## src/hw/uart_efr_pkg.sv

```systemverilog
/*
  Shared constants for the enhanced-feature, divisor and trigger register block of one UART
  channel: register addresses, bank key, field positions, write-lock masks, trigger tables.
  Assumes a 3-bit register address and an 8-bit data bus on the parallel host port.
*/
package uart_efr_pkg;

  // ----------------------------------------------------------------
  // Register addresses
  // ----------------------------------------------------------------
  localparam logic [2:0] ADDR_DLL = 3'h0;
  localparam logic [2:0] ADDR_DLH = 3'h1;
  localparam logic [2:0] ADDR_IER = 3'h1;
  localparam logic [2:0] ADDR_FCR = 3'h2;
  localparam logic [2:0] ADDR_IIR = 3'h2;
  localparam logic [2:0] ADDR_EFR = 3'h2;
  localparam logic [2:0] ADDR_LCR = 3'h3;
  localparam logic [2:0] ADDR_MCR = 3'h4;
  localparam logic [2:0] ADDR_TCR = 3'h6;
  localparam logic [2:0] ADDR_TLR = 3'h7;
  localparam logic [2:0] ADDR_XOFF2 = 3'h7;
  localparam logic [2:0] ADDR_FIFO_RDY = 3'h7;

  // ----------------------------------------------------------------
  // Bank selection and field positions
  // ----------------------------------------------------------------
  localparam logic [7:0] LCR_ENH_KEY = 8'hbf;
  localparam int LCR_DLAB_BIT = 7;
  localparam int EFR_ENH_BIT = 4;
  localparam int EFR_SPEC_BIT = 5;
  localparam int EFR_ARTS_BIT = 6;
  localparam int EFR_ACTS_BIT = 7;
  localparam int IER_SLEEP_BIT = 4;
  localparam int FCR_EN_BIT = 0;
  localparam int FCR_TX_SEL_LSB = 4;
  localparam int FCR_RX_SEL_LSB = 6;
  localparam int MCR_RTS_BIT = 1;
  localparam int MCR_RDY_EN_BIT = 2;
  localparam int MCR_LOOP_BIT = 4;
  localparam int MCR_TCR_BIT = 6;
  localparam int IIR_NOINT_BIT = 0;
  localparam int IIR_SPEC_BIT = 4;
  localparam int IIR_MIRROR_LO = 6;
  localparam int IIR_MIRROR_HI = 7;
  localparam int MSR_RI_BIT = 6;
  localparam int RDY_TX_A_BIT = 0;
  localparam int RDY_TX_B_BIT = 1;
  localparam int RDY_RX_A_BIT = 4;
  localparam int RDY_RX_B_BIT = 5;

  // Bits guarded by the enhanced write enable
  localparam logic [7:0] IER_LOCK_MASK = 8'hf0;
  localparam logic [7:0] FCR_LOCK_MASK = 8'h30;
  localparam logic [7:0] MCR_LOCK_MASK = 8'he0;

  // ----------------------------------------------------------------
  // Trigger levels (field value times four)
  // ----------------------------------------------------------------
  localparam int TRIG_SHIFT = 2;
  localparam logic [6:0] TX_FCR_LVL [4] = '{7'h08, 7'h10, 7'h20, 7'h38};
  localparam logic [6:0] RX_FCR_LVL [4] = '{7'h08, 7'h10, 7'h38, 7'h3c};

  typedef enum logic [1:0] {
    RTS_GO = 2'b01,
    RTS_HALT = 2'b10
  } rts_state_t;

endpackage : uart_efr_pkg

```

## src/hw/trigger_level_pick.sv

```systemverilog
/*
  Effective FIFO trigger level for one direction: a nonzero programmed field wins,
  otherwise the two-bit FIFO-control selection picks from a fixed table.
  Assumes purely combinational use inside the register block.
*/
`timescale 1ns/1ps
module trigger_level_pick (
  input wire logic [3:0] tlr_field_in,
  input wire logic [1:0] fcr_sel_in,
  input wire logic rx_dir_in,
  output logic [6:0] level_out
);

  always_comb begin
    if (tlr_field_in != 4'h0) begin
      level_out = 7'(tlr_field_in) << uart_efr_pkg::TRIG_SHIFT;
    end else if (rx_dir_in) begin
      level_out = uart_efr_pkg::RX_FCR_LVL[fcr_sel_in];
    end else begin
      level_out = uart_efr_pkg::TX_FCR_LVL[fcr_sel_in];
    end
  end

endmodule : trigger_level_pick

```

## src/hw/uart_enhanced_flow_trigger_regs.sv

```systemverilog
/*
  Enhanced-feature control, baud divisor latches, flow thresholds, trigger levels and the
  shared FIFO-ready status of one UART channel, behind the parallel host bus.
  Assumes bus pins and the CTS pin are asynchronous; FIFO levels, receive characters and the
  other channel's ready bits come from logic on the same clock.
*/
// Contract
// - Low feature bits select software flow mode
// - Feature bit 4 gates locked control bits
// - Second stop character sets detect flag
// - Auto RTS halts and restores at thresholds
// - Auto CTS halts transmission on high CTS
// - Divisor is high latch then low latch
// - Divisor writable only while sleep disabled
// - Threshold fields: halt low, restore high nibble
// - Threshold writes need enable and modem bit 6
// - Trigger fields: transmit low, receive high nibble
// - Trigger writes need enable and modem bit 6
// - Zero trigger field falls back to FIFO control
// - Ready bits 0,1 show transmit space
// - Ready bits 4,5 show receive data or timeout
// - Ready register read-only at address seven
// - Modem bit 6 maps threshold and trigger registers
// - Modem bit 2 enables ready, loopback mirrors
`timescale 1ns/1ps
module uart_enhanced_flow_trigger_regs (
  input wire logic mclk_in,
  input wire logic rst_n_in,
  input wire logic chip_select_chan_a_n_in,
  input wire logic chip_select_chan_b_n_in,
  input wire logic write_strobe_n_in,
  input wire logic read_strobe_n_in,
  input wire logic [2:0] addr_in,
  input wire logic [7:0] data_in,
  input wire logic cts_n_in,
  input wire logic [6:0] rx_level_in,
  input wire logic [6:0] tx_space_in,
  input wire logic rx_timeout_in,
  input wire logic rx_char_valid_in,
  input wire logic [7:0] rx_char_in,
  input wire logic tx_busy_in,
  input wire logic chan_b_tx_ready_in,
  input wire logic chan_b_rx_ready_in,
  output logic [7:0] data_out,
  output logic data_oe_out,
  output logic rts_n_out,
  output logic tx_permit_out,
  output logic [15:0] baud_divisor_out,
  output logic [6:0] tx_trigger_out,
  output logic [6:0] rx_trigger_out,
  output logic special_char_out,
  output logic [3:0] sw_flow_mode_out,
  output logic sleep_mode_out,
  output logic loopback_out
);

  // ----------------------------------------------------------------
  // State
  // ----------------------------------------------------------------
  // Synchronised strobes are stored active high so an all-zero reset means idle
  typedef struct packed {
    logic cs_a_s1;
    logic cs_a_s2;
    logic cs_b_s1;
    logic cs_b_s2;
    logic wr_s1;
    logic wr_s2;
    logic wr_s3;
    logic rd_s1;
    logic rd_s2;
    logic rd_s3;
    logic cts_s1;
    logic cts_s2;
    logic [2:0] addr_s1;
    logic [2:0] addr_s2;
    logic [7:0] din_s1;
    logic [7:0] din_s2;
    logic wr_cs;
    logic [2:0] wr_addr;
    logic [7:0] wr_data;
    logic rd_iir;
    logic [7:0] lcr;
    logic [7:0] interrupt_enable_reg;
    logic [7:0] fifo_control_reg;
    logic [7:0] modem_control_reg;
    logic [7:0] efr;
    logic [7:0] dll;
    logic [7:0] baud_divisor_high;
    logic [7:0] flow_threshold_ctrl;
    logic [7:0] fifo_trigger_level;
    logic [7:0] xoff2;
    uart_efr_pkg::rts_state_t rts_st;
    logic rts_n;
    logic tx_permit;
    logic spec_flag;
    logic [7:0] rd_data;
    logic data_oe;
    logic [6:0] tx_trig;
    logic [6:0] rx_trig;
  } state_t;

  state_t q_r;
  state_t q_nxt;
  logic [6:0] tx_lvl;
  logic [6:0] rx_lvl;

  // Keeps the unchanged bits of a locked field when the enable is off
  function automatic logic [7:0] guarded(input logic [7:0] old_v, input logic [7:0] new_v,
                                         input logic [7:0] mask, input logic en);
    guarded = en ? new_v : ((new_v & ~mask) | (old_v & mask));
  endfunction : guarded

  // ----------------------------------------------------------------
  // Effective trigger levels
  // ----------------------------------------------------------------
  trigger_level_pick tx_pick (
    .tlr_field_in(q_r.fifo_trigger_level[3:0]),
    .fcr_sel_in(q_r.fifo_control_reg[uart_efr_pkg::FCR_TX_SEL_LSB +: 2]),
    .rx_dir_in(1'b0),
    .level_out(tx_lvl)
  );

  trigger_level_pick rx_pick (
    .tlr_field_in(q_r.fifo_trigger_level[7:4]),
    .fcr_sel_in(q_r.fifo_control_reg[uart_efr_pkg::FCR_RX_SEL_LSB +: 2]),
    .rx_dir_in(1'b1),
    .level_out(rx_lvl)
  );

  // ----------------------------------------------------------------
  // Next state
  // ----------------------------------------------------------------
  always_comb begin
    logic enh;
    logic dlab;
    logic tcr_acc;
    logic loop;
    logic rdy_acc;
    logic wr_end;
    logic rd_act;
    logic norm;
    logic spec_hit;
    logic [7:0] rdy;
    logic [7:0] interrupt_ident_reg;
    logic [7:0] modem_status_reg;
    logic [7:0] rd_byte;
    logic [6:0] halt_lvl;
    logic [6:0] rest_lvl;
    enh = (q_r.lcr == uart_efr_pkg::LCR_ENH_KEY);
    dlab = q_r.lcr[uart_efr_pkg::LCR_DLAB_BIT] && !enh;
    norm = !enh && !dlab;
    tcr_acc = q_r.efr[uart_efr_pkg::EFR_ENH_BIT] && q_r.modem_control_reg[uart_efr_pkg::MCR_TCR_BIT];
    loop = q_r.modem_control_reg[uart_efr_pkg::MCR_LOOP_BIT];
    rdy_acc = q_r.modem_control_reg[uart_efr_pkg::MCR_RDY_EN_BIT] && !loop && !tcr_acc && norm;
    wr_end = q_r.wr_s3 && !q_r.wr_s2;
    rd_act = q_r.rd_s2 && (q_r.cs_a_s2 || (q_r.cs_b_s2 && rdy_acc));
    halt_lvl = 7'(q_r.flow_threshold_ctrl[3:0]) << uart_efr_pkg::TRIG_SHIFT;
    rest_lvl = 7'(q_r.flow_threshold_ctrl[7:4]) << uart_efr_pkg::TRIG_SHIFT;
    spec_hit = q_r.efr[uart_efr_pkg::EFR_SPEC_BIT] && rx_char_valid_in
               && (rx_char_in == q_r.xoff2);
    rdy = 8'h00;
    rdy[uart_efr_pkg::RDY_TX_A_BIT] = (tx_space_in >= tx_lvl);
    rdy[uart_efr_pkg::RDY_TX_B_BIT] = chan_b_tx_ready_in;
    rdy[uart_efr_pkg::RDY_RX_A_BIT] = (rx_level_in > rx_lvl) || rx_timeout_in;
    rdy[uart_efr_pkg::RDY_RX_B_BIT] = chan_b_rx_ready_in;
    interrupt_ident_reg = 8'h00;
    interrupt_ident_reg[uart_efr_pkg::IIR_NOINT_BIT] = !q_r.spec_flag;
    interrupt_ident_reg[uart_efr_pkg::IIR_SPEC_BIT] = q_r.spec_flag;
    interrupt_ident_reg[uart_efr_pkg::IIR_MIRROR_LO] = q_r.fifo_control_reg[uart_efr_pkg::FCR_EN_BIT];
    interrupt_ident_reg[uart_efr_pkg::IIR_MIRROR_HI] = q_r.fifo_control_reg[uart_efr_pkg::FCR_EN_BIT];
    modem_status_reg = 8'h00;
    modem_status_reg[uart_efr_pkg::MSR_RI_BIT] = loop && q_r.modem_control_reg[uart_efr_pkg::MCR_RDY_EN_BIT];
    rd_byte = 8'h00;
    q_nxt = q_r;

    // Two-stage synchronisers on every pin
    q_nxt.cs_a_s1 = !chip_select_chan_a_n_in;
    q_nxt.cs_a_s2 = q_r.cs_a_s1;
    q_nxt.cs_b_s1 = !chip_select_chan_b_n_in;
    q_nxt.cs_b_s2 = q_r.cs_b_s1;
    q_nxt.wr_s1 = !write_strobe_n_in;
    q_nxt.wr_s2 = q_r.wr_s1;
    q_nxt.wr_s3 = q_r.wr_s2;
    q_nxt.rd_s1 = !read_strobe_n_in;
    q_nxt.rd_s2 = q_r.rd_s1;
    q_nxt.rd_s3 = q_r.rd_s2;
    q_nxt.cts_s1 = cts_n_in;
    q_nxt.cts_s2 = q_r.cts_s1;
    q_nxt.addr_s1 = addr_in;
    q_nxt.addr_s2 = q_r.addr_s1;
    q_nxt.din_s1 = data_in;
    q_nxt.din_s2 = q_r.din_s1;

    // Address and data are held from the last strobe-active cycle, so the host
    // may change them together with the trailing edge of the write strobe
    if (q_r.wr_s2) begin
      q_nxt.wr_cs = q_r.cs_a_s2;
      q_nxt.wr_addr = q_r.addr_s2;
      q_nxt.wr_data = q_r.din_s2;
    end

    // ----------------------------------------------------------------
    // Register writes
    // ----------------------------------------------------------------
    if (wr_end && q_r.wr_cs) begin
      if (q_r.wr_addr == uart_efr_pkg::ADDR_LCR) begin
        q_nxt.lcr = q_r.wr_data;
      end else if (enh) begin
        case (q_r.wr_addr)
          uart_efr_pkg::ADDR_EFR: q_nxt.efr = q_r.wr_data;
          uart_efr_pkg::ADDR_XOFF2: q_nxt.xoff2 = q_r.wr_data;
          default: q_nxt.efr = q_r.efr;
        endcase
      end else if (dlab) begin
        if (!q_r.interrupt_enable_reg[uart_efr_pkg::IER_SLEEP_BIT]) begin
          case (q_r.wr_addr)
            uart_efr_pkg::ADDR_DLL: q_nxt.dll = q_r.wr_data;
            uart_efr_pkg::ADDR_DLH: q_nxt.baud_divisor_high = q_r.wr_data;
            default: q_nxt.dll = q_r.dll;
          endcase
        end
      end else begin
        case (q_r.wr_addr)
          uart_efr_pkg::ADDR_IER: begin
            q_nxt.interrupt_enable_reg = guarded(q_r.interrupt_enable_reg, q_r.wr_data, uart_efr_pkg::IER_LOCK_MASK,
                                q_r.efr[uart_efr_pkg::EFR_ENH_BIT]);
          end
          uart_efr_pkg::ADDR_FCR: begin
            q_nxt.fifo_control_reg = guarded(q_r.fifo_control_reg, q_r.wr_data, uart_efr_pkg::FCR_LOCK_MASK,
                                q_r.efr[uart_efr_pkg::EFR_ENH_BIT]);
          end
          uart_efr_pkg::ADDR_MCR: begin
            q_nxt.modem_control_reg = guarded(q_r.modem_control_reg, q_r.wr_data, uart_efr_pkg::MCR_LOCK_MASK,
                                q_r.efr[uart_efr_pkg::EFR_ENH_BIT]);
          end
          uart_efr_pkg::ADDR_TCR: begin
            if (tcr_acc) begin
              q_nxt.flow_threshold_ctrl = q_r.wr_data;
            end
          end
          uart_efr_pkg::ADDR_TLR: begin
            if (tcr_acc) begin
              q_nxt.fifo_trigger_level = q_r.wr_data;
            end
          end
          default: q_nxt.lcr = q_r.lcr;
        endcase
      end
    end

    // ----------------------------------------------------------------
    // Register reads
    // ----------------------------------------------------------------
    if (q_r.cs_a_s2) begin
      if (q_r.addr_s2 == uart_efr_pkg::ADDR_LCR) begin
        rd_byte = q_r.lcr;
      end else if (enh) begin
        case (q_r.addr_s2)
          uart_efr_pkg::ADDR_EFR: rd_byte = q_r.efr;
          uart_efr_pkg::ADDR_XOFF2: rd_byte = q_r.xoff2;
          default: rd_byte = 8'h00;
        endcase
      end else if (dlab) begin
        case (q_r.addr_s2)
          uart_efr_pkg::ADDR_DLL: rd_byte = q_r.dll;
          uart_efr_pkg::ADDR_DLH: rd_byte = q_r.baud_divisor_high;
          default: rd_byte = 8'h00;
        endcase
      end else begin
        case (q_r.addr_s2)
          uart_efr_pkg::ADDR_IER: rd_byte = q_r.interrupt_enable_reg;
          uart_efr_pkg::ADDR_IIR: rd_byte = interrupt_ident_reg;
          uart_efr_pkg::ADDR_MCR: rd_byte = q_r.modem_control_reg;
          uart_efr_pkg::ADDR_TCR: rd_byte = tcr_acc ? q_r.flow_threshold_ctrl : modem_status_reg;
          uart_efr_pkg::ADDR_TLR: rd_byte = tcr_acc ? q_r.fifo_trigger_level : (rdy_acc ? rdy : 8'h00);
          default: rd_byte = 8'h00;
        endcase
      end
    end else if (q_r.addr_s2 == uart_efr_pkg::ADDR_FIFO_RDY) begin
      rd_byte = rdy;
    end
    q_nxt.data_oe = rd_act;
    if (rd_act) begin
      q_nxt.rd_data = rd_byte;
      q_nxt.rd_iir = q_r.cs_a_s2 && norm && (q_r.addr_s2 == uart_efr_pkg::ADDR_IIR);
    end

    // ----------------------------------------------------------------
    // Special character flag: cleared when an identification read ends
    // ----------------------------------------------------------------
    if (q_r.rd_s3 && !q_r.rd_s2 && q_r.rd_iir) begin
      q_nxt.spec_flag = 1'b0;
    end
    if (spec_hit) begin
      q_nxt.spec_flag = 1'b1;
    end

    // ----------------------------------------------------------------
    // Hardware flow control
    // ----------------------------------------------------------------
    // Hysteresis relies on the host keeping halt above restore
    case (q_r.rts_st)
      uart_efr_pkg::RTS_GO: begin
        if (q_r.efr[uart_efr_pkg::EFR_ARTS_BIT] && (rx_level_in >= halt_lvl)) begin
          q_nxt.rts_st = uart_efr_pkg::RTS_HALT;
        end
      end
      uart_efr_pkg::RTS_HALT: begin
        if (!q_r.efr[uart_efr_pkg::EFR_ARTS_BIT] || (rx_level_in <= rest_lvl)) begin
          q_nxt.rts_st = uart_efr_pkg::RTS_GO;
        end
      end
      default: q_nxt.rts_st = uart_efr_pkg::RTS_GO;
    endcase
    if (q_r.efr[uart_efr_pkg::EFR_ARTS_BIT]) begin
      q_nxt.rts_n = (q_nxt.rts_st == uart_efr_pkg::RTS_HALT);
    end else begin
      q_nxt.rts_n = !q_r.modem_control_reg[uart_efr_pkg::MCR_RTS_BIT];
    end

    // A character in flight always finishes; the gate moves between characters
    if (!tx_busy_in) begin
      q_nxt.tx_permit = !(q_r.efr[uart_efr_pkg::EFR_ACTS_BIT] && q_r.cts_s2);
    end

    q_nxt.tx_trig = tx_lvl;
    q_nxt.rx_trig = rx_lvl;
  end

  always_ff @(posedge mclk_in or negedge rst_n_in) begin
    if (!rst_n_in) begin
      q_r <= '0;
      q_r.rts_st <= uart_efr_pkg::RTS_GO;
      q_r.rts_n <= 1'b1;
      q_r.tx_permit <= 1'b1;
    end else begin
      q_r <= q_nxt;
    end
  end

  // ----------------------------------------------------------------
  // Outputs
  // ----------------------------------------------------------------
  assign data_out = q_r.rd_data;
  assign data_oe_out = q_r.data_oe;
  assign rts_n_out = q_r.rts_n;
  assign tx_permit_out = q_r.tx_permit;
  assign baud_divisor_out = {q_r.baud_divisor_high, q_r.dll};
  assign tx_trigger_out = q_r.tx_trig;
  assign rx_trigger_out = q_r.rx_trig;
  assign special_char_out = q_r.spec_flag;
  assign sw_flow_mode_out = q_r.efr[3:0];
  assign sleep_mode_out = q_r.interrupt_enable_reg[uart_efr_pkg::IER_SLEEP_BIT];
  assign loopback_out = q_r.modem_control_reg[uart_efr_pkg::MCR_LOOP_BIT];

  logic chk_wr_end;
  logic chk_norm;
  assign chk_wr_end = q_r.wr_s3 && !q_r.wr_s2 && q_r.wr_cs;
  assign chk_norm = !q_r.lcr[uart_efr_pkg::LCR_DLAB_BIT];
endmodule : uart_enhanced_flow_trigger_regs

```

## config.mk

```make
export PLATFORM = sky130hd
export DESIGN_NAME = uart_enhanced_flow_trigger_regs
export DESIGN_NICKNAME = d
export VERILOG_FILES = /design/src/hw/uart_efr_pkg.sv /design/src/hw/trigger_level_pick.sv /design/src/hw/uart_enhanced_flow_trigger_regs.sv
export SDC_FILE = /design/constraint.sdc
export NUM_CORES = 1
export LEC_CHECK = 0
export BUFFER_PORTS_ARGS = -buffer_cell sky130_fd_sc_hd__buf_2
export CORE_MARGIN = 5
export CORE_UTILIZATION = 53
export DETAILED_ROUTE_END_ITERATION = 8
export PLACE_DENSITY = 0.74
export RECOVER_POWER = 100
export REMOVE_ABC_BUFFERS = 1
export SYNTH_ARGS = -nofsm -noshare
export SYNTH_HDL_FRONTEND = slang
export SYNTH_SLANG_ARGS = --single-unit
```

## constraint.sdc

```tcl
create_clock -name mclk_in -period 3.6 [get_ports mclk_in]
set_input_delay 0.54 -clock mclk_in [delete_from_list [all_inputs] [get_ports mclk_in]]
set_output_delay 0.54 -clock mclk_in [all_outputs]
set_load 0.05 [all_outputs]
```

Yosys cells after proc, flatten, opt, wreduce, memory -nomap -nowiden
Index checks and enable logic that the tools add are counted.
Widths: inputs -> output; s select.
{ "word_totals": {"romBits": 0, "output_inout_bits": 48, "latchBits": 0, "ramBits": 0, "reg_bits": 155, "in_bits": 45, "memories": 0, "word_cells": 150} }
{ "classes": {"div_mod_pow": 0, "n_eq_ne": 17, "n_lt_le_gt_ge": 6, "reduce_logical": 51, "n_shift": 0, "n_mux": 29, "addsub": 0, "multipliers": 0, "bitwise": 9} }
{ "op_table": {"columns": ["op", "count"], "rows": [
  ["$mux 8", 10],
  ["$mux 7", 6],
  ["$pmux 8 s5", 1],
  ["$pmux 8 s2", 2],
  ["$bmux 7 s2", 2],
  ["$reduce_and 6->1", 4],
  ["$logic_and 1x1->1", 19],
  ["$eq 3x3->1 const B", 6],
  ["$reduce_and 5->1", 3],
  ["$logic_not 1->1", 14],
  ["$eq 3x2->1 const B", 4],
  ["$mux 6", 2],
  ["$eq 8x8->1", 1],
  ["$eq 8x8->1 const B", 1],
  ["$or 4x8->8", 1],
  ["$or 5x8->8", 1],
  ["$or 8x6->8", 1],
  ["$reduce_and 4->1", 2],
  ["$reduce_bool 4->1", 2],
  ["$ge 7x6->1", 1],
  ["$ge 7x7->1", 1],
  ["$gt 7x7->1", 1],
  ["$le 7x6->1", 1],
  ["$eq 3x1->1 const B", 2],
  ["other kinds (12)", 24]
]} }

Longest topological paths before layout
Gate-level depths: netlist of the first run.
{ "depth": {"ltp_word": 14, "ltp_mapped": 10, "ltp_nobuf": 10} }

Cells and area by module
A second synthesis of the first run with hierarchy kept.
{ "unflattened": {"hier_cells": 640, "area_unflattened_um2": 7549.7} }
{ "modules_own_cells": {"columns": ["module", "area_each_um2", "n_inst", "seq_area_each_um2", "cells_each"], "rows": [
  ["uart_enhanced_flow_trigger_regs", 7254.5, 1, 3807.4, 608],
  ["trigger_level_pick", 147.6, 2, 0.0, 16]
]} }

Worst setup path after synthesis of the first run
Ideal clock, no wire load.
{ "synth_path": {"path_kind": "register to register", "startpoint": "reg q_r[41] (netlist name)", "endpoint": "reg q_r (netlist bit data_out[4])", "t_required_ps": 3477, "path_slack_ps": 1700, "arrival_ps": 1777, "path_buffers": 0, "setup_time_ps": 123, "synth_period_minus_slack_ps": 1900, "stages_incl_launch_ff": 10, "cell_sequence": "dfrtp_1 nor2_1 o21ai_0 o21ba_2 ha_1 nand3b_1 o31a_1 o211ai_1 a22oi_1 o221a_2"} }
{ "synth_between": {"elab_chain_len": 11, "elab_cells_between_ends": 12, "cone_classes": "order compare (1); mux (9); reduce/logical (2)"} }
{ "synth_lines": {"columns": ["element", "line", "source"], "rows": [
  ["start, declared", "uart_enhanced_flow_trigger_regs.sv:102", "state_t q_r;"],
  ["start signal, assigned", "uart_enhanced_flow_trigger_regs.sv:337", "q_r <= q_nxt;"],
  ["$reduce_bool 4->1", "trigger_level_pick.sv:15", "if (tlr_field_in != 4'h0) begin"],
  ["$mux 7 (*)", "trigger_level_pick.sv:15", null],
  ["$gt 7x7->1 (*)", "uart_enhanced_flow_trigger_regs.sv:164", "rdy[uart_efr_pkg::RDY_RX_A_BIT] = (rx_level_in > rx_lvl) || rx_timeout_in;"],
  ["$logic_or 1x1->1 (*)", "uart_enhanced_flow_trigger_regs.sv:164", null],
  ["$mux 6", "uart_enhanced_flow_trigger_regs.sv:275", "uart_efr_pkg::ADDR_TLR: rd_byte = tcr_acc ? q_r.fifo_trigger_level : (rdy_acc ? rdy : 8'h00);"],
  ["$mux 8", "uart_enhanced_flow_trigger_regs.sv:275", null],
  ["$pmux 8 s5", "uart_enhanced_flow_trigger_regs.sv:270", "case (q_r.addr_s2)"],
  ["$mux 8", "uart_enhanced_flow_trigger_regs.sv:263", "end else if (dlab) begin"],
  ["$mux 8", "uart_enhanced_flow_trigger_regs.sv:257", "end else if (enh) begin"],
  ["$mux 8", "uart_enhanced_flow_trigger_regs.sv:255", "if (q_r.addr_s2 == uart_efr_pkg::ADDR_LCR) begin"],
  ["$mux 8 (*)", "uart_enhanced_flow_trigger_regs.sv:254", "if (q_r.cs_a_s2) begin"]
]} }
Every way passes the cells marked *; elsewhere a longest branch is shown, timed or not.
A chain may end at the register's enable or synchronous reset.

Worst setup path in the final report of the first run
{ "layout_path": {"startpoint": "reg q_r (netlist bit q_nxt[148])", "endpoint": "reg q_r[33] (netlist name)"} }
{ "layout_between": {"elab_chain_len": 4} }
{ "layout_lines": {"columns": ["element"], "rows": [
  ["$logic_not 1->1"],
  ["$logic_and 1x1->1 (2 in series)"],
  ["$reduce_and 4->1 (no line)"]
]} }
No other way between the ends.

==> reports/metrics.csv, run 1 <==
stage,metric,value,unit
route,routed vias,4964,
synthesis,mapped cell area,0.00713,mm^2
timing,minimum clock period,2.77,ns
placed_design,IO Port Bufs,86,
finish,"most common cell after layout, fill and taps aside",dfrtp_1,
route,vias per inst,5.87,
clock_tree,CTS tree,built,
route,total wire length,17.3,mm
worst_setup_path,Register-to-Register Setup Slack,0.83,ns
die,die area,0.0159,mm^2
clock_tree,setup bufs post-CTS,0,
synthesis,adder-cell share of the synthesized area,0.0316,
clock_tree,CTS Sinks,146,
die,die span in x,126,um
synthesis,Synth cell types,81,
worst_setup_path,CP Max Fanout,15,
synthesis,"FF+latch count, synth",146,
global_route,largest net degree at the start of global routing,92,
finish,Final nets,720,
synthesis,sequential share of the synthesized area,0.513,
route,Initial DRC Count,401,
synthesis,largest family of logic cells by synthesized area,multiplexers,
worst_setup_path,CP arrival,3.06,ns
worst_setup_path,Startpoint Class,register,
clock_tree,CTS clock-pin slew for the worst setup and hold paths,0.06,ns
finish,most frequent cells in the layout,"dfrtp_1, mux2_2, clkbuf_1",
route,Initial DRT Pass Iterations,7,
min_path,worst hold start,data_in[3],
outcome,failing checks,"max-capacitance violations, max-slew violations",
timing,Tightest Pin Transition,2.20,ns
outcome,status,"finished, violations left",
clock_tree,Post-CTS Resized,0,
die,height of the die,126,um
global_route,vias in the first global route,5162,
placed_design,Area after DPL,0.00740,mm^2
timing,setup TNS,0,ns
finish,combined area of the multi-input logic cells,0.00287,mm^2
power_and_ir_drop,Leak,0.00362,uW
route,post-route ant nets,0,
clock_tree,Max clock buf depth,2,
min_path,worst hold path class,input pin to register,
timing,endpoints failing hold,0,
synthesis,Yosys warnings,0,
timing,max_slew headroom,-0.464,
global_route,global route overflow,0,
placed_design,routability cong.,0.913,
worst_setup_path,r2r worst-path depth,4,
die,# IOs,93,
clock_tree,CTS root buffer,clkbuf_16,
synthesis,asr flop ratio synth,1.00,
timing,Final Slew Violations,91,
worst_setup_path,Worst setup EP type,register,
synthesis,mux share of post-synthesis cell area,0.141,
global_route,first-pass GRT wire length,28.5,mm
finish,Seq. cell area,0.00366,mm^2
die,Cell Rows,42,
clock_tree,clock latency on the worst-skew pair,0.42,ns
finish,# diodes,0,
timing,RSZ-0062 raised after global routing,no,
synthesis,Syn Inst Count,614,
placed_design,Detailed Place HPWL,12.3,mm
worst_setup_path,Crit Path Category,register to register,
clock_tree,Hold Buf Count CTS,0,
synthesis,Post-Synth Simple-Gate Area,0.113,
min_path,hold depth,1,
synthesis,compound-cell area share of the yosys netlist,0.111,
synthesis,count of flip-flops with a built-in enable after synthesis,0,
global_route,initial antenna violation count,0,
finish,fillers,1131,
route,DR DRC count,0,
timing,FMAX,0.361,GHz
clock_tree,CTS H-tree depth,4,
timing,Setup Skew,0.00837,ns
synthesis,xor/xnor cell area share of the yosys netlist,0.0123,
synthesis,Main synth FF type,dfrtp_1,
worst_setup_path,Required @ worst endpoint,3.90,ns
route,wire per inst,20.5,um
worst_setup_path,r2r endpoint,q_r[33]$_DFFE_PN0P_,
power_and_ir_drop,PD cells,546,mW/mm^2
synthesis,syn avg cell area,11.6,um^2
global_route,gr usage total,0.228,
finish,layout cells sized above 1,0.251,
die,Core Region,0.0132,mm^2
min_path,Worst Hold End,q_nxt[124]$_DFF_PN0_,
run,max_cap viols,1,
die,Initial Util,0.539,
clock_tree,CTS buffer count,17,
timing,Final setup violation count,0,
finish,"Design Area, Final",0.00786,mm^2
worst_setup_path,Crit Reg-Reg Startpoint,q_nxt[148]$_DFF_PN0_,
power_and_ir_drop,Max rail drop VDD,0.324,mV
finish,synthesis-to-finish area growth,10.2,%
timing,Final Cycle Share,0.768,
worst max path at each step:
| stage | from | end | slack, ns | cells past startpoint |
|---|---|---|---|---|
| after floorplan | q_r[137]$_DFF_PN0_ | data_out[4]$_DFFE_PN0P_ | 1.09 | 5 |
| after global placement | q_r[137]$_DFF_PN0_ | data_out[3]$_DFFE_PN0P_ | 1.23 | 6 |
| after detailed placement | q_r[137]$_DFF_PN0_ | data_out[3]$_DFFE_PN0P_ | 1.22 | 6 |
| after CTS | q_r[137]$_DFF_PN0_ | data_out[3]$_DFFE_PN0P_ | 1.19 | 6 |
| after global routing | q_nxt[148]$_DFF_PN0_ | q_r[99]$_DFFE_PN0P_ | 0.68 | 5 |
| final | q_nxt[148]$_DFF_PN0_ | q_r[33]$_DFFE_PN0P_ | 0.83 | 4 |
final cells by class:
type,count,area share
sequential,146,0.465
multi-input combinational,372,0.365
clock buffer,21,0.0586
timing repair buffer,89,0.0520
tap,176,0.0280
clock inverter,11,0.0164
inverter,31,0.0148
synthesized netlist by cell type (8+ instances only):
cell	instances	area, um^2
dfrtp_1	143	3580
mux2_2	83	935
buf_4	43	323
nand2_1	33	124
o21ai_0	32	160
inv_1	31	116
nor2_1	25	93.8
ha_1	18	225
buf_2	15	75.1
nand3_1	14	70.1
nand3b_1	13	97.6
a21oi_1	12	60.1
clkbuf_1	10	37.5
o211ai_1	8	60.1
metal layers:
metal,vias to the layer above,track usage,part of all wire
li1,2246,-,-
met1,2469,0.314,0.44
met2,211,0.352,0.46
met3,38,0.0572,0.064
met4,0,0.0826,0.033
met5,-,0,0
cells by family after synthesis:
group | count (synthesis)
AO/OA/AOI/OAI | 112
multiplexers | 90
buffers and inverters | 101
adder cells (fa/ha/maj) | 18
XOR/XNOR | 10
flip-flops | 146
other | 1
AND/OR/NAND/NOR | 136
through the flow:
stage | instances | hold WS (ns) | setup WS (ns) | total power, uW | utilization
3_5_place_dp | 814 | 0.335 | 1.22 | 2610 | 0.559
6_report | 846 | 0.222 | 0.833 | 4290 | 0.594
3_3_place_gp | 814 | 0.332 | 1.23 | 2590 | 0.559
2_1_floorplan | 549 | 0.244 | 1.09 | 2360 | -
4_1_cts | 846 | 0.210 | 1.19 | 4350 | 0.603
5_1_grt | 846 | 0.201 | 0.680 | 4470 | 0.594
where the power goes:
group	internal (uW)	total [uW]	switching [uW]
Sequential	1780	1960	177
Combinational	198	603	405
Clock	1060	1730	673
Total	3040	4290	1250
critical path: stages (launching register included):
cell,delay (ns)
dfrtp_1,0.58
nor2b_1,0.27
nand3_1,0.34
nor3_1,1.02
mux2_2,0.42
registers in the layout, indices dropped and copies added (netlist names):
name / flops
baud_divisor_out: 16
rx_trigger_out: 4
q_r: 86
sw_flow_mode_out: 4
tx_permit_out: 1
tx_trigger_out: 4
rts_n_out: 1
data_out: 8
q_nxt: 18
sleep_mode_out: 1
data_oe_out: 1
loopback_out: 1
special_char_out: 1
Power figures use the tool's default switching activity.
==> run 2, diff against run 1 <==
==> constraint.sdc (replaced) <==
create_clock -name mclk_in -period 2.55 [get_ports mclk_in]
set_input_delay 0.3825 -clock mclk_in [delete_from_list [all_inputs] [get_ports mclk_in]]
set_output_delay 0.3825 -clock mclk_in [all_outputs]
set_load 0.05 [all_outputs]
==> reports/metrics.csv, run 2 (synthesis gave the netlist of run 1 again) <==
stage,metric,value,unit,change
worst_setup_path,CP arrival,2.55,ns,-0.51 ns
min_path,worst hold path class,input pin to register,,
route,DR DRC count,0,,unchanged
timing,Setup Skew,0.00705,ns,-0.00132 ns
timing,Final Cycle Share,0.882,,+0.114
route,routed vias,5019,,+1.1%
finish,"most common cell after layout, fill and taps aside",dfrtp_1,,
route,vias per inst,5.84,,-0.42%
power_and_ir_drop,Max rail drop VDD,0.437,mV,+35%
clock_tree,CTS Sinks,146,,unchanged
global_route,gr usage total,0.229,,+0.00162
global_route,first-pass GRT wire length,28.4,mm,-0.51%
clock_tree,CTS clock-pin slew for the worst setup and hold paths,0.06,ns,about the same
clock_tree,Max clock buf depth,2,,unchanged
route,wire per inst,20.6,um,+0.45%
min_path,worst hold start,cts_n_in,,
timing,FMAX,0.444,GHz,+23%
die,Core Region,0.0132,mm^2,unchanged
worst_setup_path,CP Launch Point,q_r[107]$_DFFE_PN0P_,,
outcome,status,"complete, no violations",,
clock_tree,CTS root buffer,clkbuf_16,,
run,max_cap viols,0,,-1
clock_tree,CTS buffer count,17,,unchanged
finish,synthesis-to-finish area growth,12.6,%,
finish,layout cells sized above 1,0.268,,+0.0172
worst_setup_path,Crit Path Category,register to register,,
finish,# diodes,0,,unchanged
worst_setup_path,critical path's largest stage delay,0.54,ns,-0.48 ns
worst_setup_path,Worst setup EP type,register,,
die,die span in x,126,um,unchanged
timing,Final setup violation count,0,,unchanged
placed_design,Post-Place Cells,826,,+1.5%
timing,Tightest Pin Transition,1.38,ns,-0.812 ns
finish,Final nets,733,,+1.8%
route,total wire length,17.7,mm,+2.0%
power_and_ir_drop,PD cells,774,mW/mm^2,+42%
route,Initial DRT Pass Iterations,5,,-2
worst_setup_path,Crit Reg-Reg Startpoint,q_r[107]$_DFFE_PN0P_,,
timing,Final Slew Violations,0,,-100%
worst_setup_path,"critical path, cell by cell","nand4_1, nor2_1, nand2_1, nor2_4, mux2_2",,
finish,Biggest register,q_r,,
route,post-route ant nets,0,,unchanged
placed_design,Detailed Place HPWL,12.8,mm,+4.0%
worst_setup_path,Register-to-Register Setup Slack,0.30,ns,-0.53 ns
worst_setup_path,slowest CP cell,dfrtp_1,,
power_and_ir_drop,Leak,0.00371,uW,+2.3%
placed_design,routability cong.,0.947,,+3.6%
global_route,vias in the first global route,5185,,+0.45%
worst_setup_path,Required @ worst endpoint,2.85,ns,-1.05 ns
die,height of the die,126,um,unchanged
timing,max_slew headroom,0.0771,,+0.541
timing,endpoints failing hold,0,,unchanged
clock_tree,CTS H-tree depth,4,,unchanged
finish,most frequent cells in the layout,"dfrtp_1, mux2_2, clkbuf_1",,
clock_tree,CTS tree,built,,
route,Initial DRC Count,365,,-9.0%
clock_tree,Post-CTS Resized,0,,unchanged
placed_design,IO Port Bufs,86,,unchanged
worst_setup_path,Startpoint Class,register,,
global_route,global route overflow,0,,unchanged
die,Cell Rows,42,,unchanged
die,# IOs,93,,unchanged
finish,Finished Layout Cells,859,,+1.5%
global_route,largest net degree at the start of global routing,55,,-40%
global_route,initial antenna violation count,0,,unchanged
worst_setup_path,CP Max Fanout,11,,-4
die,die area,0.0159,mm^2,unchanged
timing,RSZ-0062 raised after global routing,no,,
timing,setup TNS,0,ns,unchanged
clock_tree,clock latency on the worst-skew pair,0.42,ns,about the same
timing,minimum clock period,2.25,ns,-0.516 ns
finish,max reg flops,86,,unchanged
die,Initial Util,0.539,,unchanged
-- run 2: cell count changes in the layout (fill, tap and decap cells not counted), moves of 2 or more --
| cell | previous run | this run |
|---|---|---|
| buf_12 | 1 | 3 |
| buf_4 | 1 | 6 |
| clkbuf_1 | 45 | 48 |
| inv_6 | 1 | 3 |
| mux2_1 | 3 | 1 |
| mux2_2 | 80 | 82 |
| nor4_1 | 3 | 1 |
-- run 2: area by class of cell --
class | count | area [um^2]
clock inverter | 14 | 176
tap | 176 | 220
inverter | 31 | 116
sequential | 146 | 3660
clock buffer | 18 | 439
fill | 1115 | 5210
timing repair buffer | 102 | 515
multi-input combinational | 372 | 2910
-- run 2: metal layers --
layer / vias to the layer above / wire, um / GRT usage
met5: - / 0 / 0
met1: 2486 / 7740 / 0.316
li1: 2276 / - / -
met2: 215 / 8090 / 0.347
met3: 42 / 1290 / 0.0584
met4: 0 / 552 / 0.0972
-- run 2: power by group --
| part | internal (uW) | total (uW) | switching, uW | leakage [uW] |
|---|---|---|---|---|
| combinational | 296 | 891 | 594 | 0.00152 |
| sequential | 2520 | 2750 | 238 | 0.00188 |
| clock | 1580 | 2570 | 996 | 0.000303 |
-- run 2: worst max-delay path, delay by kind of cell (launching register included) --
family        cells  cell delay, ns
mux               1            0.38
simple gates      4            1.22
flops             1            0.54
-- run 2: what timing repair did --
item	CTS	global route
hold buffers	1	0
setup buffers	0	0
endpoints found under the setup margin	0	0
hold endpoints to repair	50	0
-- run 2: through the flow --
| stage | hold WS [ns] | setup slack (ns) | power (uW) | utilization | cell area (um^2) |
|---|---|---|---|---|---|
| global placement | 0.332 | 0.458 | 3690 | 0.568 | 7520 |
| finish | 0.0608 | 0.300 | 6220 | 0.606 | 8030 |
| CTS | 0.0477 | 0.402 | 6290 | 0.615 | 8140 |
| global route | 0.0409 | 0.199 | 6480 | 0.606 | 8030 |
| detailed placement | 0.336 | 0.420 | 3710 | 0.568 | 7520 |
| floorplan | 0.0869 | 0.0365 | 3330 | - | 6710 |
-- run 2: path summary, 6_finish.rpt --
check,cells past startpoint,endpoint
max in group asynchronous,3,tx_permit_out$_DFFE_PN1N_
min in group asynchronous,2,q_r[45]$_DFFE_PN0P_
worst min register to register,0,q_r[127]$_DFF_PN0_
worst max-delay path,5,q_r[75]$_DFFE_PN0P_
worst max register to register,5,q_r[75]$_DFFE_PN0P_
worst min-delay path,1,q_nxt[143]$_DFF_PN0_
==> run 3, diff against run 2 <==
--- a/config.mk
+++ b/config.mk
@@ -12,6 +12,7 @@
 export PLACE_DENSITY = 0.74
 export RECOVER_POWER = 100
 export REMOVE_ABC_BUFFERS = 1
+export SLEW_MARGIN = 20
 export SYNTH_ARGS = -nofsm -noshare
 export SYNTH_HDL_FRONTEND = slang
 export SYNTH_SLANG_ARGS = --single-unit
==> constraint.sdc (replaced) <==
create_clock -name mclk_in -period 2.1 [get_ports mclk_in]
set_input_delay 0.315 -clock mclk_in [delete_from_list [all_inputs] [get_ports mclk_in]]
set_output_delay 0.315 -clock mclk_in [all_outputs]
set_load 0.05 [all_outputs]
==> reports/metrics.csv, run 3 (synthesis gave the netlist of run 1 again) <==
stage,metric,value,unit,change
finish,layout cells sized above 1,0.370,,+0.102
timing,Final WS setup,-0.0328,ns,-0.333 ns
timing,minimum clock period,2.13,ns,-0.117 ns
power_and_ir_drop,Max rail drop VDD,0.649,mV,+49%
finish,"most common cell after layout, fill and taps aside",dfrtp_1,,
timing,max_slew headroom,0.00467,,-0.0724
worst_setup_path,"most used cell, CP",nor2_1,,
die,die span in x,126,um,unchanged
finish,fillers,1064,,-4.6%
worst_setup_path,critical path's largest stage delay,0.43,ns,-0.11 ns
die,Core Region,0.0132,mm^2,unchanged
timing,Tightest Pin Transition,1.49,ns,+0.109 ns
route,Initial DRC Count,331,,-9.3%
worst_setup_path,CP Max Fanout,4,,-7
finish,combined area of the multi-input logic cells,0.00294,mm^2,+1.2%
die,Cell Rows,42,,unchanged
power_and_ir_drop,Leak,0.00402,uW,+8.4%
clock_tree,CTS buffer count,17,,unchanged
placed_design,Detailed Place HPWL,13.0,mm,+1.4%
timing,FMAX,0.469,GHz,+5.5%
route,DR DRC count,0,,unchanged
placed_design,IO Port Bufs,86,,unchanged
timing,Final Cycle Share,1.02,,+0.133
clock_tree,clock latency on the worst-skew pair,0.43,ns,about the same
worst_setup_path,Required @ worst endpoint,2.43,ns,-0.42 ns
clock_tree,Max clock buf depth,2,,unchanged
clock_tree,CTS H-tree depth,4,,unchanged
finish,Seq. cell area,0.00366,mm^2,about the same
finish,synthesis-to-finish area growth,17.5,%,
timing,Final Slew Violations,0,,unchanged
outcome,failing checks,"max-capacitance violations, negative setup slack",,
placed_design,pre-CTS setup slack,-0.0318,ns,-0.452 ns
die,Initial Util,0.539,,unchanged
global_route,first-pass GRT wire length,29.0,mm,+2.2%
worst_setup_path,slowest CP cell,dfrtp_2,,
route,vias per inst,5.74,,-1.8%
timing,Setup Skew,0.00592,ns,-0.00113 ns
finish,Biggest register,q_r,,
worst_setup_path,CP arrival,2.46,ns,-0.09 ns
clock_tree,CTS root buffer,clkbuf_16,,
die,die area,0.0159,mm^2,unchanged
finish,Final nets,766,,+4.5%
clock_tree,CTS tree,built,,
worst_setup_path,Startpoint Class,register,,
global_route,initial antenna violation count,0,,unchanged
timing,RSZ-0062 raised after global routing,yes,,
global_route,vias in the first global route,5237,,+1.0%
timing,endpoints failing hold,0,,unchanged
die,# IOs,93,,unchanged
global_route,largest net degree at the start of global routing,55,,unchanged
route,Initial DRT Pass Iterations,4,,-1
outcome,status,"finished, violations left",,
worst_setup_path,"critical path, cell by cell","nor2_2, o21ai_1, nor2_1, nor2_1, ha_1, nand3b_1, o31a_1, o211ai_1, a22oi_1, o221a_2",,
finish,# diodes,0,,unchanged
timing,Final setup violation count,1,,+1
route,post-route ant nets,0,,unchanged
worst_setup_path,Crit Path Category,register to register,,
route,total wire length,18.1,mm,+2.6%
run,max_cap viols,1,,+1
min_path,worst hold path class,input pin to register,,
power_and_ir_drop,PD cells,888,mW/mm^2,+15%
clock_tree,CTS Sinks,146,,unchanged
worst_setup_path,Worst setup EP type,register,,
die,height of the die,126,um,unchanged
placed_design,routability cong.,0.897,,-5.3%
global_route,gr usage total,0.237,,+0.00728
finish,most frequent cells in the layout,"dfrtp_1, buf_2, mux2_2",,
finish,max reg flops,86,,unchanged
global_route,global route overflow,0,,unchanged
timing,hold slack,0.0129,ns,-0.0479 ns
clock_tree,CTS clock-pin slew for the worst setup and hold paths,0.07,ns,about the same
route,routed vias,5117,,+2.0%
route,wire per inst,20.3,um,-1.2%
-- run 3: changes by cell type in the layout (fill, tap and decap cells not counted), moves of 3 or more --
cell	change
buf_2	+41
buf_4	+26
bufinv_16	-3
clkbuf_1	-46
clkinv_2	-3
dlygate4sd3_1	+11
inv_6	+3
nor2_1	-4
nor2_2	+4
o21ai_0	-3
o21ai_1	+3
-- run 3: final cells by class --
class	instances	area share
tap	176	0.0263
sequential	146	0.437
multi-input combinational	372	0.351
inverter	31	0.0139
clock inverter	14	0.0161
clock buffer	18	0.0524
timing repair buffer	135	0.104
-- run 3: metrics by stage --
step	area [um^2]	total power (uW)	setup TNS [ns]	utilization	instances
2_1_floorplan	6710	4040	-0.800	-	549
3_3_place_gp	7630	4500	0	0.576	840
3_5_place_dp	7630	4540	-0.0318	0.576	840
4_1_cts	8350	7460	0	0.630	886
5_1_grt	8380	7730	-0.173	0.633	892
6_report	8380	7440	-0.0328	0.633	892
-- run 3: critical path: cells and delay by family, from the launching register on --
kind | cells | cell delay, ns
AOI/OAI and AO/OA | 5 | 0.88
DFF | 1 | 0.43
and+or+nand+nor | 4 | 0.42
adders and majority gates | 1 | 0.30
-- run 3: power by group --
part / leakage [uW] / internal (uW) / switching [uW]
logic: 0.00186 / 438 / 749
registers: 0.00188 / 3050 / 288
clock network: 0.000277 / 1600 / 1320
-- run 3: worst paths after layout --
path	slack (ns)	to	from	cells past startpoint
hold reg to reg	0.35	q_r[143]$_DFF_PN0_	q_nxt[143]$_DFF_PN0_	0
max in group asynchronous	0.26	tx_permit_out$_DFFE_PN1N_	rst_n_in	3
min in group asynchronous	0.79	q_r[38]$_DFFE_PN0P_	rst_n_in	2
hold / removal	0.01	q_nxt[138]$_DFF_PN0_	addr_in[1]	1
setup / recovery	-0.03	data_out[4]$_DFFE_PN0P_	q_r[40]$_DFFE_PN0P_	10
setup reg to reg	-0.03	data_out[4]$_DFFE_PN0P_	q_r[40]$_DFFE_PN0P_	10
-- run 3: layer usage --
layer	vias up	track usage	wire [um]
li1	2340	-	-
met1	2566	0.326	7950
met2	187	0.372	8570
met3	24	0.0614	1320
met4	0	0.0738	295
met5	-	0	0
-- run 3: what timing repair did --
action	in CTS	in global routing
gates resized for setup	2	5
hold endpoints to repair	60	0
buffers inserted	2	6
setup endpoints to repair	1	1
pin swaps	2	7
hold buffers	12	0
